===== src/rtl/hbfs_pkg.sv =====
// Package: constants and carrier types for the half-bridge fault supervisor
package hbfs_pkg;
  localparam int NUM_HB = 12;
  localparam int CLK_MHZ = 125;
  // Register offsets
  localparam logic [3:0] ADDR_GLOBAL = 4'h0;
  localparam logic [3:0] ADDR_HS_OC  = 4'h1;
  localparam logic [3:0] ADDR_LS_OC  = 4'h2;
  localparam logic [3:0] ADDR_HS_ACT = 4'h3;
  localparam logic [3:0] ADDR_LS_ACT = 4'h4;
  // Global status register bit positions
  localparam int GS_TPW   = 1;
  localparam int GS_TSD   = 2;
  localparam int GS_POWUP = 3;
  localparam int GS_OV    = 4;
  localparam int GS_UV    = 5;
  localparam int GS_LE    = 6;
  localparam logic [7:0] GS_RESET = 8'h00;
  // Timing: filter and dead times in nanoseconds
  localparam int SD_FILTER_NS = 10000;
  localparam int DEAD_HL_NS   = 200;
  localparam int DEAD_LH_NS   = 200;
  localparam int SD_FILTER_CYC = (SD_FILTER_NS * CLK_MHZ + 999) / 1000;
  localparam int DEAD_HL_CYC = (DEAD_HL_NS * CLK_MHZ + 999) / 1000;
  localparam int DEAD_LH_CYC = (DEAD_LH_NS * CLK_MHZ + 999) / 1000;
  localparam int FCNT_W = 11;
  localparam int DCNT_W = 6;
  localparam logic [NUM_HB-1:0] HB_ZERO = 12'h000;
  // Register port bundle
  typedef struct packed {
    logic [3:0]  addr;
    logic [15:0] wdata;
    logic        wr;
    logic        rd;
  } hbfs_bus_req_t;
  // Analog monitor levels, raw from comparators
  typedef struct packed {
    logic temp_warn;
    logic temp_sd;
    logic supply_undervoltage_flag;
    logic supply_overvoltage_flag;
  } hbfs_mon_t;
endpackage


===== src/rtl/hbfs_leg.sv =====
// One half-bridge leg: overcurrent filter, latch and dead time
module hbfs_leg
  import hbfs_pkg::*;
(
  // Clock and reset
  input  wire logic core_clk,
  input  wire logic rst_n,
  // Control
  input  wire logic hs_act,
  input  wire logic ls_act,
  input  wire logic stage_ok,
  input  wire logic hs_oc_raw,
  input  wire logic ls_oc_raw,
  input  wire logic hs_clr,
  input  wire logic ls_clr,
  // Results
  output logic      hs_oc_flag,
  output logic      ls_oc_flag,
  output logic      hs_on,
  output logic      ls_on
);
  typedef struct packed {
    logic [FCNT_W-1:0] hs_cnt;
    logic [FCNT_W-1:0] ls_cnt;
    logic              hs_flag;
    logic              ls_flag;
    logic [DCNT_W-1:0] dead;
    logic              hs_on;
    logic              ls_on;
  } hbfs_leg_st_t;
  hbfs_leg_st_t st_reg, st_next;
  logic hs_want, ls_want;
  localparam logic [FCNT_W-1:0] FLT = FCNT_W'(SD_FILTER_CYC - 1);

  // Next state
  always_comb begin
    st_next = st_reg;
    // Filter current above threshold while switch is on
    if (hs_oc_raw && st_reg.hs_on) st_next.hs_cnt = st_reg.hs_cnt + 1'b1;
    else st_next.hs_cnt = '0;
    if (ls_oc_raw && st_reg.ls_on) st_next.ls_cnt = st_reg.ls_cnt + 1'b1;
    else st_next.ls_cnt = '0;
    // Set beats clear; a persisting fault re-latches
    if (hs_clr) st_next.hs_flag = 1'b0;
    if (ls_clr) st_next.ls_flag = 1'b0;
    if (st_reg.hs_cnt >= FLT && hs_oc_raw && st_reg.hs_on) begin // RL1 RL2
      st_next.hs_flag = 1'b1; // RL26
      st_next.hs_cnt = '0;
    end
    if (st_reg.ls_cnt >= FLT && ls_oc_raw && st_reg.ls_on) begin // RL1 RL2
      st_next.ls_flag = 1'b1; // RL26
      st_next.ls_cnt = '0;
    end
    // Latched flag keeps its switch off whatever the control bit
    hs_want = hs_act && stage_ok && !st_next.hs_flag; // RL4
    ls_want = ls_act && stage_ok && !st_next.ls_flag; // RL4
    // Turn-off is immediate; turn-on waits out the dead time
    if (!hs_want) st_next.hs_on = 1'b0;
    if (!ls_want) st_next.ls_on = 1'b0;
    if (st_reg.dead != '0) st_next.dead = st_reg.dead - 1'b1;
    if (hs_want && ls_want) begin
      // Both asked for: neither drives, cross conduction is never allowed
      st_next.hs_on = 1'b0; // RL7
      st_next.ls_on = 1'b0;
    end else if (st_reg.dead == '0 && !st_reg.ls_on && !st_reg.hs_on) begin
      st_next.hs_on = hs_want;
      st_next.ls_on = ls_want;
    end
    // Any turn-off restarts the dead time, including the forced one
    // when both are asked for, so the other switch cannot follow at once
    if (st_reg.hs_on && !st_next.hs_on)
      st_next.dead = DCNT_W'(DEAD_HL_CYC); // RL7
    if (st_reg.ls_on && !st_next.ls_on)
      st_next.dead = DCNT_W'(DEAD_LH_CYC); // RL7
    if (!rst_n) st_next = '0;
  end

  // State register
  always_ff @(posedge core_clk) begin
    st_reg <= st_next;
  end

  assign hs_oc_flag = st_reg.hs_flag;
  assign ls_oc_flag = st_reg.ls_flag;
  assign hs_on = st_reg.hs_on;
  assign ls_on = st_reg.ls_on;

  a_never_both: assert property (@(posedge core_clk) disable iff (!rst_n)
    !(hs_on && ls_on)) else $error("both switches on"); // RL7
  a_flag_blocks: assert property (@(posedge core_clk) disable iff (!rst_n)
    hs_oc_flag |-> !hs_on) else $error("hs on while flagged"); // RL4
  a_dead_gap: assert property (@(posedge core_clk) disable iff (!rst_n)
    $fell(hs_on) |-> !ls_on [*2]) else $error("no dead time"); // RL7
endmodule


===== src/rtl/hbfs_top.sv =====
// Top: fault supervisor for twelve half-bridges with register port
// What this block does
// [RL1] Detect overcurrent on every high and low switch
// [RL2] Filtered overcurrent latches switch off and flag
// [RL3] Overcurrent also sets global load fault bit
// [RL4] Switch stays off while its flag set
// [RL5] Host clears overcurrent flag to re-arm switch
// [RL6] Activation bits stay 1 during overcurrent shutdown
// [RL7] Never both switches on; dead time between
// [RL8] Thermal warning sets flag, outputs stay active
// [RL9] Warning latched until cleared; re-sets if hot
// [RL10] Thermal shutdown latches all outputs off
// [RL11] Outputs off until shutdown bit cleared
// [RL12] Host clears shutdown bit to resume
// [RL13] Supply undervoltage: outputs off, flag latched
// [RL14] Undervoltage recovery reactivates stages automatically
// [RL15] Host clears undervoltage flag to recheck
// [RL16] Supply overvoltage: outputs off, flag latched
// [RL17] Overvoltage recovery reactivates stages automatically
// [RL18] Host clears overvoltage flag to recheck
// [RL19] Logic undervoltage resets and tristates all outputs
// [RL20] Reset held until logic supply valid
// [RL21] Power-up indication reads 0 after reset
// [RL22] Load fault at global bit 6
// [RL23] Thermal shutdown at global bit 2
// [RL24] Undervoltage at global bit 5
// [RL25] Overvoltage at global bit 4
// [RL26] Persisting fault re-sets flag after clear
module hbfs_top
  import hbfs_pkg::*;
(
  // Clock and reset
  input  wire logic                         core_clk,
  input  wire logic                         rst_n,
  // Register port
  input  wire hbfs_pkg::hbfs_bus_req_t      bus_req,
  output logic [15:0]                       bus_rdata,
  // Analog monitors, asynchronous
  input  wire hbfs_pkg::hbfs_mon_t          mon_raw,
  input  wire logic [hbfs_pkg::NUM_HB-1:0]  hs_oc_raw,
  input  wire logic [hbfs_pkg::NUM_HB-1:0]  ls_oc_raw,
  input  wire logic                         logic_supply_ok,
  input  wire logic                         activation_pin,
  // Power stage drive
  output logic [hbfs_pkg::NUM_HB-1:0]       high_side_switch_on,
  output logic [hbfs_pkg::NUM_HB-1:0]       low_side_switch_on,
  output logic [hbfs_pkg::NUM_HB-1:0]       stage_oe
);
  import hbfs_pkg::*;

  typedef struct packed {
    hbfs_mon_t         mon_s1;
    hbfs_mon_t         mon_s2;
    logic [NUM_HB-1:0] hs_s1;
    logic [NUM_HB-1:0] hs_s2;
    logic [NUM_HB-1:0] ls_s1;
    logic [NUM_HB-1:0] ls_s2;
    logic [1:0]        sup_s; // logic supply, activation pin
    logic [1:0]        sup_s2;
    logic              thermal_warning_flag;
    logic              thermal_shutdown_flag;
    logic              uv;
    logic              ov;
    logic              powup;
    logic [NUM_HB-1:0] hs_act;
    logic [NUM_HB-1:0] ls_act;
    logic [15:0]       rdata;
  } hbfs_top_st_t;

  hbfs_top_st_t st_reg, st_next;
  logic [NUM_HB-1:0] hs_flag, ls_flag, hs_clr, ls_clr, hs_on, ls_on;
  logic              stage_ok;
  logic              core_rst_n;
  logic [7:0]        gstat;
  logic              wr_glob;

  // Digital reset: pin reset or logic supply below its level
  assign core_rst_n = rst_n && st_reg.sup_s2[1]; // RL19 RL20

  // Global status byte assembled from latched flags
  always_comb begin
    gstat = GS_RESET;
    gstat[GS_TPW] = st_reg.thermal_warning_flag;
    gstat[GS_TSD] = st_reg.thermal_shutdown_flag; // RL23
    gstat[GS_POWUP] = st_reg.powup;
    gstat[GS_OV] = st_reg.ov; // RL25
    gstat[GS_UV] = st_reg.uv; // RL24
    gstat[GS_LE] = |{hs_flag, ls_flag}; // RL3 RL22
  end

  // Supplies in range and no thermal latch; uses live levels so
  // recovery needs no host clear
  assign stage_ok = !st_reg.thermal_shutdown_flag && !st_reg.mon_s2.supply_undervoltage_flag
                    && !st_reg.mon_s2.supply_overvoltage_flag; // RL11 RL14 RL17

  assign wr_glob = bus_req.wr && bus_req.addr == ADDR_GLOBAL;
  assign hs_clr = (bus_req.wr && bus_req.addr == ADDR_HS_OC)
                  ? bus_req.wdata[NUM_HB-1:0] : HB_ZERO; // RL5
  assign ls_clr = (bus_req.wr && bus_req.addr == ADDR_LS_OC)
                  ? bus_req.wdata[NUM_HB-1:0] : HB_ZERO; // RL5

  // Next state: synchronisers, latches, register port
  always_comb begin
    st_next = st_reg;
    st_next.mon_s1 = mon_raw;
    st_next.mon_s2 = st_reg.mon_s1;
    st_next.hs_s1 = hs_oc_raw;
    st_next.hs_s2 = st_reg.hs_s1;
    st_next.ls_s1 = ls_oc_raw;
    st_next.ls_s2 = st_reg.ls_s1;
    st_next.sup_s = {logic_supply_ok, activation_pin};
    st_next.sup_s2 = st_reg.sup_s;
    // Write-one-to-clear of global flags; set wins over clear
    if (wr_glob) begin
      if (bus_req.wdata[GS_TPW]) st_next.thermal_warning_flag = 1'b0;
      if (bus_req.wdata[GS_TSD]) st_next.thermal_shutdown_flag = 1'b0; // RL12
      if (bus_req.wdata[GS_UV]) st_next.uv = 1'b0; // RL15
      if (bus_req.wdata[GS_OV]) st_next.ov = 1'b0; // RL18
    end
    if (st_reg.mon_s2.temp_warn) st_next.thermal_warning_flag = 1'b1; // RL8 RL9 RL26
    if (st_reg.mon_s2.temp_sd) st_next.thermal_shutdown_flag = 1'b1; // RL10 RL26
    if (st_reg.mon_s2.supply_undervoltage_flag) st_next.uv = 1'b1; // RL13 RL26
    if (st_reg.mon_s2.supply_overvoltage_flag) st_next.ov = 1'b1; // RL16 RL26
    // Power-up indication: 0 after reset until host writes it to 1,
    // accepted only in normal mode with the activation pin high
    if (wr_glob && bus_req.wdata[GS_POWUP] && st_reg.sup_s2[0])
      st_next.powup = 1'b1; // RL21
    // Activation bits are software-only; only host writes, reset or logic supply loss change them
    if (bus_req.wr && bus_req.addr == ADDR_HS_ACT)
      st_next.hs_act = bus_req.wdata[NUM_HB-1:0]; // RL6
    if (bus_req.wr && bus_req.addr == ADDR_LS_ACT)
      st_next.ls_act = bus_req.wdata[NUM_HB-1:0]; // RL6
    // Read data valid in the cycle after the strobe only
    st_next.rdata = '0;
    if (bus_req.rd) begin
      case (bus_req.addr)
        ADDR_GLOBAL: st_next.rdata = {8'h00, gstat};
        ADDR_HS_OC:  st_next.rdata = {4'h0, hs_flag};
        ADDR_LS_OC:  st_next.rdata = {4'h0, ls_flag};
        ADDR_HS_ACT: st_next.rdata = {4'h0, st_reg.hs_act};
        ADDR_LS_ACT: st_next.rdata = {4'h0, st_reg.ls_act};
        default:     st_next.rdata = '0;
      endcase
    end
    if (!core_rst_n) begin
      st_next = '0; // RL19 RL21
      st_next.sup_s = {logic_supply_ok, activation_pin};
      st_next.sup_s2 = st_reg.sup_s;
    end
  end

  // State register
  always_ff @(posedge core_clk) begin
    st_reg <= st_next;
  end

  // One leg per half-bridge
  genvar g;
  generate
    for (g = 0; g < NUM_HB; g++) begin : g_leg
      hbfs_leg u_leg (
        .core_clk   (core_clk),
        .rst_n      (core_rst_n),
        .hs_act     (st_reg.hs_act[g]),
        .ls_act     (st_reg.ls_act[g]),
        .stage_ok   (stage_ok),
        .hs_oc_raw  (st_reg.hs_s2[g]),
        .ls_oc_raw  (st_reg.ls_s2[g]),
        .hs_clr     (hs_clr[g]),
        .ls_clr     (ls_clr[g]),
        .hs_oc_flag (hs_flag[g]),
        .ls_oc_flag (ls_flag[g]),
        .hs_on      (hs_on[g]),
        .ls_on      (ls_on[g])
      );
    end
  endgenerate

  assign high_side_switch_on = hs_on;
  assign low_side_switch_on = ls_on;
  // Stage is high impedance unless one of its switches drives
  assign stage_oe = hs_on | ls_on; // RL19
  assign bus_rdata = st_reg.rdata;

  a_tsd_all_off: assert property (@(posedge core_clk) disable iff (!rst_n)
    st_reg.thermal_shutdown_flag |-> ##1 (stage_oe == HB_ZERO))
    else $error("output on during thermal shutdown"); // RL10
  a_le_follows: assert property (@(posedge core_clk) disable iff (!core_rst_n)
    bus_req.rd && bus_req.addr == ADDR_GLOBAL && (|{hs_flag, ls_flag})
    |=> bus_rdata[GS_LE]) else $error("load fault missing"); // RL3
  a_uv_latch: assert property (@(posedge core_clk) disable iff (!core_rst_n)
    st_reg.mon_s2.supply_undervoltage_flag |=> st_reg.uv) else $error("uv not latched"); // RL13
  a_ov_latch: assert property (@(posedge core_clk) disable iff (!core_rst_n)
    st_reg.mon_s2.supply_overvoltage_flag |=> st_reg.ov) else $error("ov not latched"); // RL16
  a_warn_keeps: assert property (@(posedge core_clk) disable iff (!core_rst_n)
    st_reg.mon_s2.temp_warn |=> st_reg.thermal_warning_flag) else $error("tpw lost"); // RL9
  a_act_kept: assert property (@(posedge core_clk) disable iff (!core_rst_n)
    !(bus_req.wr && bus_req.addr == ADDR_HS_ACT) |=> $stable(st_reg.hs_act))
    else $error("activation bit changed"); // RL6
  a_powup_low: assert property (@(posedge core_clk)
    !core_rst_n |=> !st_reg.powup) else $error("power-up bit set"); // RL21
endmodule

===== config.mk =====
export PLATFORM = sky130hd
export DESIGN_NAME = hbfs_top
export DESIGN_NICKNAME = d
export VERILOG_FILES = /design/src/rtl/hbfs_pkg.sv /design/src/rtl/hbfs_leg.sv /design/src/rtl/hbfs_top.sv
export SDC_FILE = /design/constraint.sdc
export NUM_CORES = 1
export LEC_CHECK = 0
export BUFFER_PORTS_ARGS = -buffer_cell sky130_fd_sc_hd__buf_2
export CORE_UTILIZATION = 30
export CTS_BUF_LIST = sky130_fd_sc_hd__clkbuf_4
export DETAILED_ROUTE_END_ITERATION = 12
export PLACE_DENSITY = 0.54
export SYNTH_ARGS = -nofsm -noshare
export SYNTH_HDL_FRONTEND = slang
export SYNTH_SLANG_ARGS = --single-unit

===== constraint.sdc =====
create_clock -name core_clk -period 3.4 [get_ports core_clk]
set_clock_uncertainty 0.05 [all_clocks]
set_input_delay 0.34 -clock core_clk [delete_from_list [all_inputs] [get_ports core_clk]]
set_output_delay 0.34 -clock core_clk [all_outputs]
set_load 0.02 [all_outputs]

# Yosys cells after proc, flatten, opt, wreduce, memory -nomap -nowiden
# Index checks and enable logic that the tools add are counted.
[totals] register_bits=489 out_inout_bits=52 word_cells=704
[op_classes] addsub=36 magnitude_cmp=24 eq_ne=4 n_mux=144 n_bitwise=26 n_reduce_logical=352
[op_table] op="$add 11x1->11 const B" n=24
[op_table] op="$ge 11x11->1 const B" n=24
[op_table] op="$logic_and 1x1->1" n=190
[op_table] op="$mux 5" n=36
[op_table] op="$reduce_or 3->1" n=36
[op_table] op="$mux 1" n=80
[op_table] op="$logic_not 1->1" n=75
[op_table] op="$logic_not 6->1" n=12
[op_table] op="$reduce_bool 6->1" n=12
[op_table] op="$sub 6x1->6 const B" n=12
[op_table] op="$pmux 12 s5" n=1
[op_table] op="$mux 2" n=24
[op_table] op="$reduce_bool 3->1" n=12
[op_table] op="$not 1->1" n=25
[op_table] op="$mux 12" n=2
[op_table] op="$reduce_or 24->1" n=1
[op_table] op="$reduce_bool 2->1" n=8
[op_table] op="$or 12x12->12" n=1
[op_table] op="$reduce_and 2->1" n=5
[op_table] op="$eq 4x2->1 const B" n=2
[op_table] op="$eq 4x1->1 const B" n=1
[op_table] op="$eq 4x3->1 const B" n=1
[op_table] op="$logic_not 4->1" n=1
[op_table] op="$mux 4" n=1

# Depth between registers and ports, before layout
[depth] depth_word=14 ltp_mapped=9 ltp_nobuf=8

# By module
# Synthesis repeated with hierarchy kept, for this count alone.
[hier_totals] hier_cells=2583 area_unflattened_um2=22238.8
[by_module_without_submodules] module="hbfs_leg" n_inst=12 cells_per_inst=183 area_each_um2=1546.5
[by_module_without_submodules] module="hbfs_top" n_inst=1 cells_per_inst=387 area_each_um2=3681.0

# Least setup slack after synthesis
# No wires, ideal clock.
[synth_timing] kind="register to register" startpoint="reg g_leg[9].u_leg.st_reg[11] in the netlist's numbering" endpoint="reg g_leg[9].u_leg.st_reg[3] in the netlist's numbering" arrival_time_ps=2242 required_time_ps=3247 setup_slack_ps=1004 stages_incl_launch_ff=9 synth_period_minus_slack_ps=2396 path_cell_list="dfxtp_1 inv_1 ha_1 or4_1 o211ai_2 o2111ai_2 o41ai_2 a21boi_2 a2111oi_2"
[synth_between] elab_chain_cells=12 elab_cells_between_ends=15 cone_classes="1 x order compare; 4 x mux; 10 x reduce/logical"
[synth_lines] element="from (decl)" line="hbfs_leg.sv:31" rtl="hbfs_leg_st_t st_reg, st_next;"
[synth_lines] element="from (signal assigned)" line="hbfs_leg.sv:80" rtl="st_reg <= st_next;"
[synth_lines] element="$ge 11x11->1 (*)" line="hbfs_leg.sv:50" rtl="if (st_reg.ls_cnt >= FLT && ls_oc_raw && st_reg.ls_on) begin"
[synth_lines] element="$logic_and 1x1->1 (*) (2 in a row)" line="hbfs_leg.sv:50"
[synth_lines] element="$mux 1 (*)" line="hbfs_leg.sv:50"
[synth_lines] element="$logic_not 1->1 (*)" line="hbfs_leg.sv:56" rtl="ls_want = ls_act && stage_ok && !st_next.ls_flag;"
[synth_lines] element="$logic_and 1x1->1 (*)" line="hbfs_leg.sv:56"
[synth_lines] element="$mux 1" line="hbfs_leg.sv:59" rtl="if (!ls_want) st_next.ls_on = 1'b0;"
[synth_lines] element="$mux 2" line="hbfs_leg.sv:65" rtl="end else if (st_reg.dead == '0 && !st_reg.ls_on && !st_reg.hs_on) begin"
[synth_lines] element="$mux 2 (*)" line="hbfs_leg.sv:61" rtl="if (hs_want && ls_want) begin"
[synth_lines] element="$logic_not 1->1" line="hbfs_leg.sv:73" rtl="if (st_reg.ls_on && !st_next.ls_on)"
[synth_lines] element="$logic_and 1x1->1" line="hbfs_leg.sv:73"
[synth_lines] element="$reduce_or 3->1 (no line) (*)"
# Every way passes the cells marked *; elsewhere a longest branch is shown, timed or not.
# A chain may end at the register's enable or synchronous reset.

# Worst setup path after layout
# Same ends and word-level chain as after synthesis.

==> impl_metrics.ini <==
[pwr]
seqPwrFrac_pct = 43.2
fin_total_pwr_mw = 14.5
p_per_area_nw_per_um2 = 587
power.clock.fraction_pct = 36.0
p_comb_share_pct = 20.8
power_leakage_nw = 9.38
switching_power_mw = 4.42
swShare_pct = 30.4
ir_drop_v = 0.000329
internal-power_mw = 10.1

[worst_hold_path]
min_from = bus_req[0]
holdPathStages = 3
min_path_type = primary input to flop

[timing]
max_freq_ghz = 0.365
slew_headroom_pct = 26.1
setup_violations = 0
timing.final.crit_share_pct = 80.7
setup_tns_ns = 0
rsz0062_at_grt = false
tightestPinTransition_ns = 1.10
slew_viol_final = 0
timing.final.hold_violations = 0
post-route-min-period_ns = 2.74
fin_ws_ns = 0.657

[finish]
drive_above_1_share_pct = 13.9
largest_reg_flops = 336
multi_input_area_um2 = 10400
fill_cells = 7042
area_growth_pct = 17.6
fin_area_um2 = 24800
final_cells = 3648
nNetsFinal = 2744
seqCellArea_um2 = 9710

[yosys]
yosysSeqAreaShare_pct = 46.1
synth_ff_type = dfxtp_1
synth.distinct_cells = 75
synth_edf_count = 0
syn_area_um2 = 21100
ys_warn_count = 0
async_flop_share_pct = 0
syn_inst = 2397
syn_avg_cell_area_um2 = 8.78
ys_ff_latch = 485

[setup_path]
arrival_ns = 3.50
cp.depth = 8
worst_setup_path_end_kind = flop
crit_family = compound AO/OA/AOI/OAI gates
crit_type = flop to flop
worstSetupStartpointType = flop
r2r_cells = 8
cp_slowest_cell = o41ai_2
worstPathCellList = inv_1 > ha_1 > or4_1 > o211ai_2 > o2111ai_2 > o41ai_2 > a21boi_2 > a2111oi_2
crit_start = g_leg[9].u_leg.st_reg[11]
cp.required_ns = 4.16
reg2reg_from = g_leg[9].u_leg.st_reg[11]
path_buf_inv = 1
cp_max_fo = 5
slowest_delay_ns = 0.57

[grt]
grt-ovfl-total = 0
grt_pass1_vias = 16900
track_usage_pct = 15.2
grt_pass1_wl_mm = 85.9
grt_start_max_net_pins = 58
antenna_found_initial = 13

[run_status]
outcome = completed

[floorplanning]
die_area_um2 = 71200
ios = 106
initial_utilization_pct = 30.5
chipHeight_um = 267
num_rows = 96
die_w_um = 267
core_area_um2 = 69100

[place]
placed_cell_area_um2 = 22300
numPortBuffers = 97
gp_congestion = 0.846
place_inst = 3338
place_hpwl_mm = 38.0
place_ws_ns = 0.710

[clocking]
numCtsBuffers = 135
ctsRootBufferMaster = clkbuf_4
ctsLongestPathBuffers = 3
cts_setup_buffers = 0
cts_tree = done
path_clk_slew_ns = 0.07
cts_sinks = 485
clock_latency_ns = 0.94
h-tree-depth = 4

[run]
cap_viol_max_count = 0

[detailed_routing]
wire_per_inst_um = 14.8
drt_first_iter_violations = 1112
ant_nets = 0
via_per_inst = 4.83
route.detailed.drc = 0
drt_pass1_iterations = 7
wl_mm = 53.9
via_count = 17600
-- what timing repair did --
| item | in CTS | in global routing |
|---|---|---|
| gates resized for setup | 0 | 0 |
| endpoints found under the hold margin | 136 | 0 |
| hold buffers | 79 | 0 |
-- power groups by stage --
| stage | registers (mW) | logic [mW] | clock network (mW) |
|---|---|---|---|
| after floorplan | 6.33 | 2.44 | 0 |
| after global placement | 6.38 | 2.85 | 0 |
| after detailed placement | 6.39 | 2.93 | 0 |
| after CTS | 6.27 | 3.02 | 5.44 |
| after global routing | 6.31 | 3.46 | 5.75 |
| final | 6.27 | 3.03 | 5.23 |
-- worst paths after layout --
kind / endpoint / slack (ns)
max: g_leg[9].u_leg.st_reg[3] / 0.66
min: bus_rdata[10] / 0.15
max reg2reg: g_leg[9].u_leg.st_reg[3] / 0.66
min reg2reg: st_reg[46] / 0.28
-- cell families after synthesis --
logic type,synth area share (%)
AOI/OAI and AO/OA,11.1
xor gates and xnor gates,8.82
adders and majority gates,3.98
other,0.0178
buffers and inverters,4.49
DFF,46.1
muxes,0.357
and+or+nand+nor,25.2
-- metal layers --
layer	part of all wire, %	wire length, um	track usage [%]
met1	46	25000	19.6
met2	44	23800	23.4
met3	6.8	3690	3.94
met4	2.5	1350	7.35
met5	0.096	52	0
-- placed cells by master (no fill, tap or decap), types with 20 or more instances in the layout --
cell type,count
xnor2_1,81
clkinv_1,22
o21ai_0,50
nand4_1,55
dlygate4sd3_1,79
nand2_1,161
inv_1,94
and3_1,119
buf_4,22
and2_1,20
or3_1,33
clkbuf_4,189
ha_1,67
xor2_1,131
a21oi_1,127
nor2_1,372
dfxtp_1,484
nor3_1,47
buf_2,97
a31oi_1,24
nand3_1,138
nor4_1,38
-- final cells by class --
type | count | share of cell area [%]
Multi-Input combinational cell | 1709 | 42.1
Sequential cell | 485 | 39.2
Timing Repair Buffer | 198 | 5.82
Clock buffer | 189 | 5.73
Tap cell | 931 | 4.70
Inverter | 94 | 1.42
Clock inverter | 36 | 0.915
Antenna cell | 6 | 0.0606
-- metrics by stage --
| step | hold WS [ns] | utilization (%) |
|---|---|---|
| finish | 0.153 | 35.9 |
| global route | 0.135 | 35.8 |
| CTS | 0.0353 | 35.8 |
| detailed placement | 0.265 | 32.3 |
| global placement | 0.264 | 32.3 |
| floorplan | 0.260 | - |
-- worst register-to-register path: stages (launching register included) --
cell,delay [ns]
dfxtp_1,0.40
inv_1,0.06
ha_1,0.16
or4_1,0.41
o211ai_2,0.28
o2111ai_2,0.20
o41ai_2,0.58
a21boi_2,0.16
a2111oi_2,0.33
-- cells in the mapped netlist, drive strengths merged, types with 6 or more instances --
cell type | number | area share, %
a311oi | 16 | 0.67
and4 | 8 | 0.33
a311o | 8 | 0.38
nor3 | 47 | 1.1
a211oi | 13 | 0.49
or4 | 20 | 0.73
xor2 | 131 | 5.5
clkbuf | 65 | 1.2
nand2b | 15 | 0.45
o31ai | 12 | 0.54
o21ai | 53 | 1.3
inv | 94 | 1.7
or3 | 33 | 0.98
a222oi | 11 | 0.52
a21oi | 127 | 3.0
or2 | 12 | 0.36
xnor2 | 81 | 3.4
a21o | 7 | 0.26
o2111a | 6 | 0.32
and3 | 120 | 3.6
ha | 67 | 4.0
dfxtp | 485 | 46
nor2 | 373 | 6.7
nand2 | 162 | 2.9
and2 | 21 | 0.62
o211ai | 17 | 0.68
buf | 47 | 1.7
nand4 | 55 | 1.6
nor2b | 19 | 0.56
nand3 | 140 | 3.4
nor4 | 38 | 1.1
a31oi | 24 | 0.71
No activity file was read; power rests on OpenSTA's default activity.
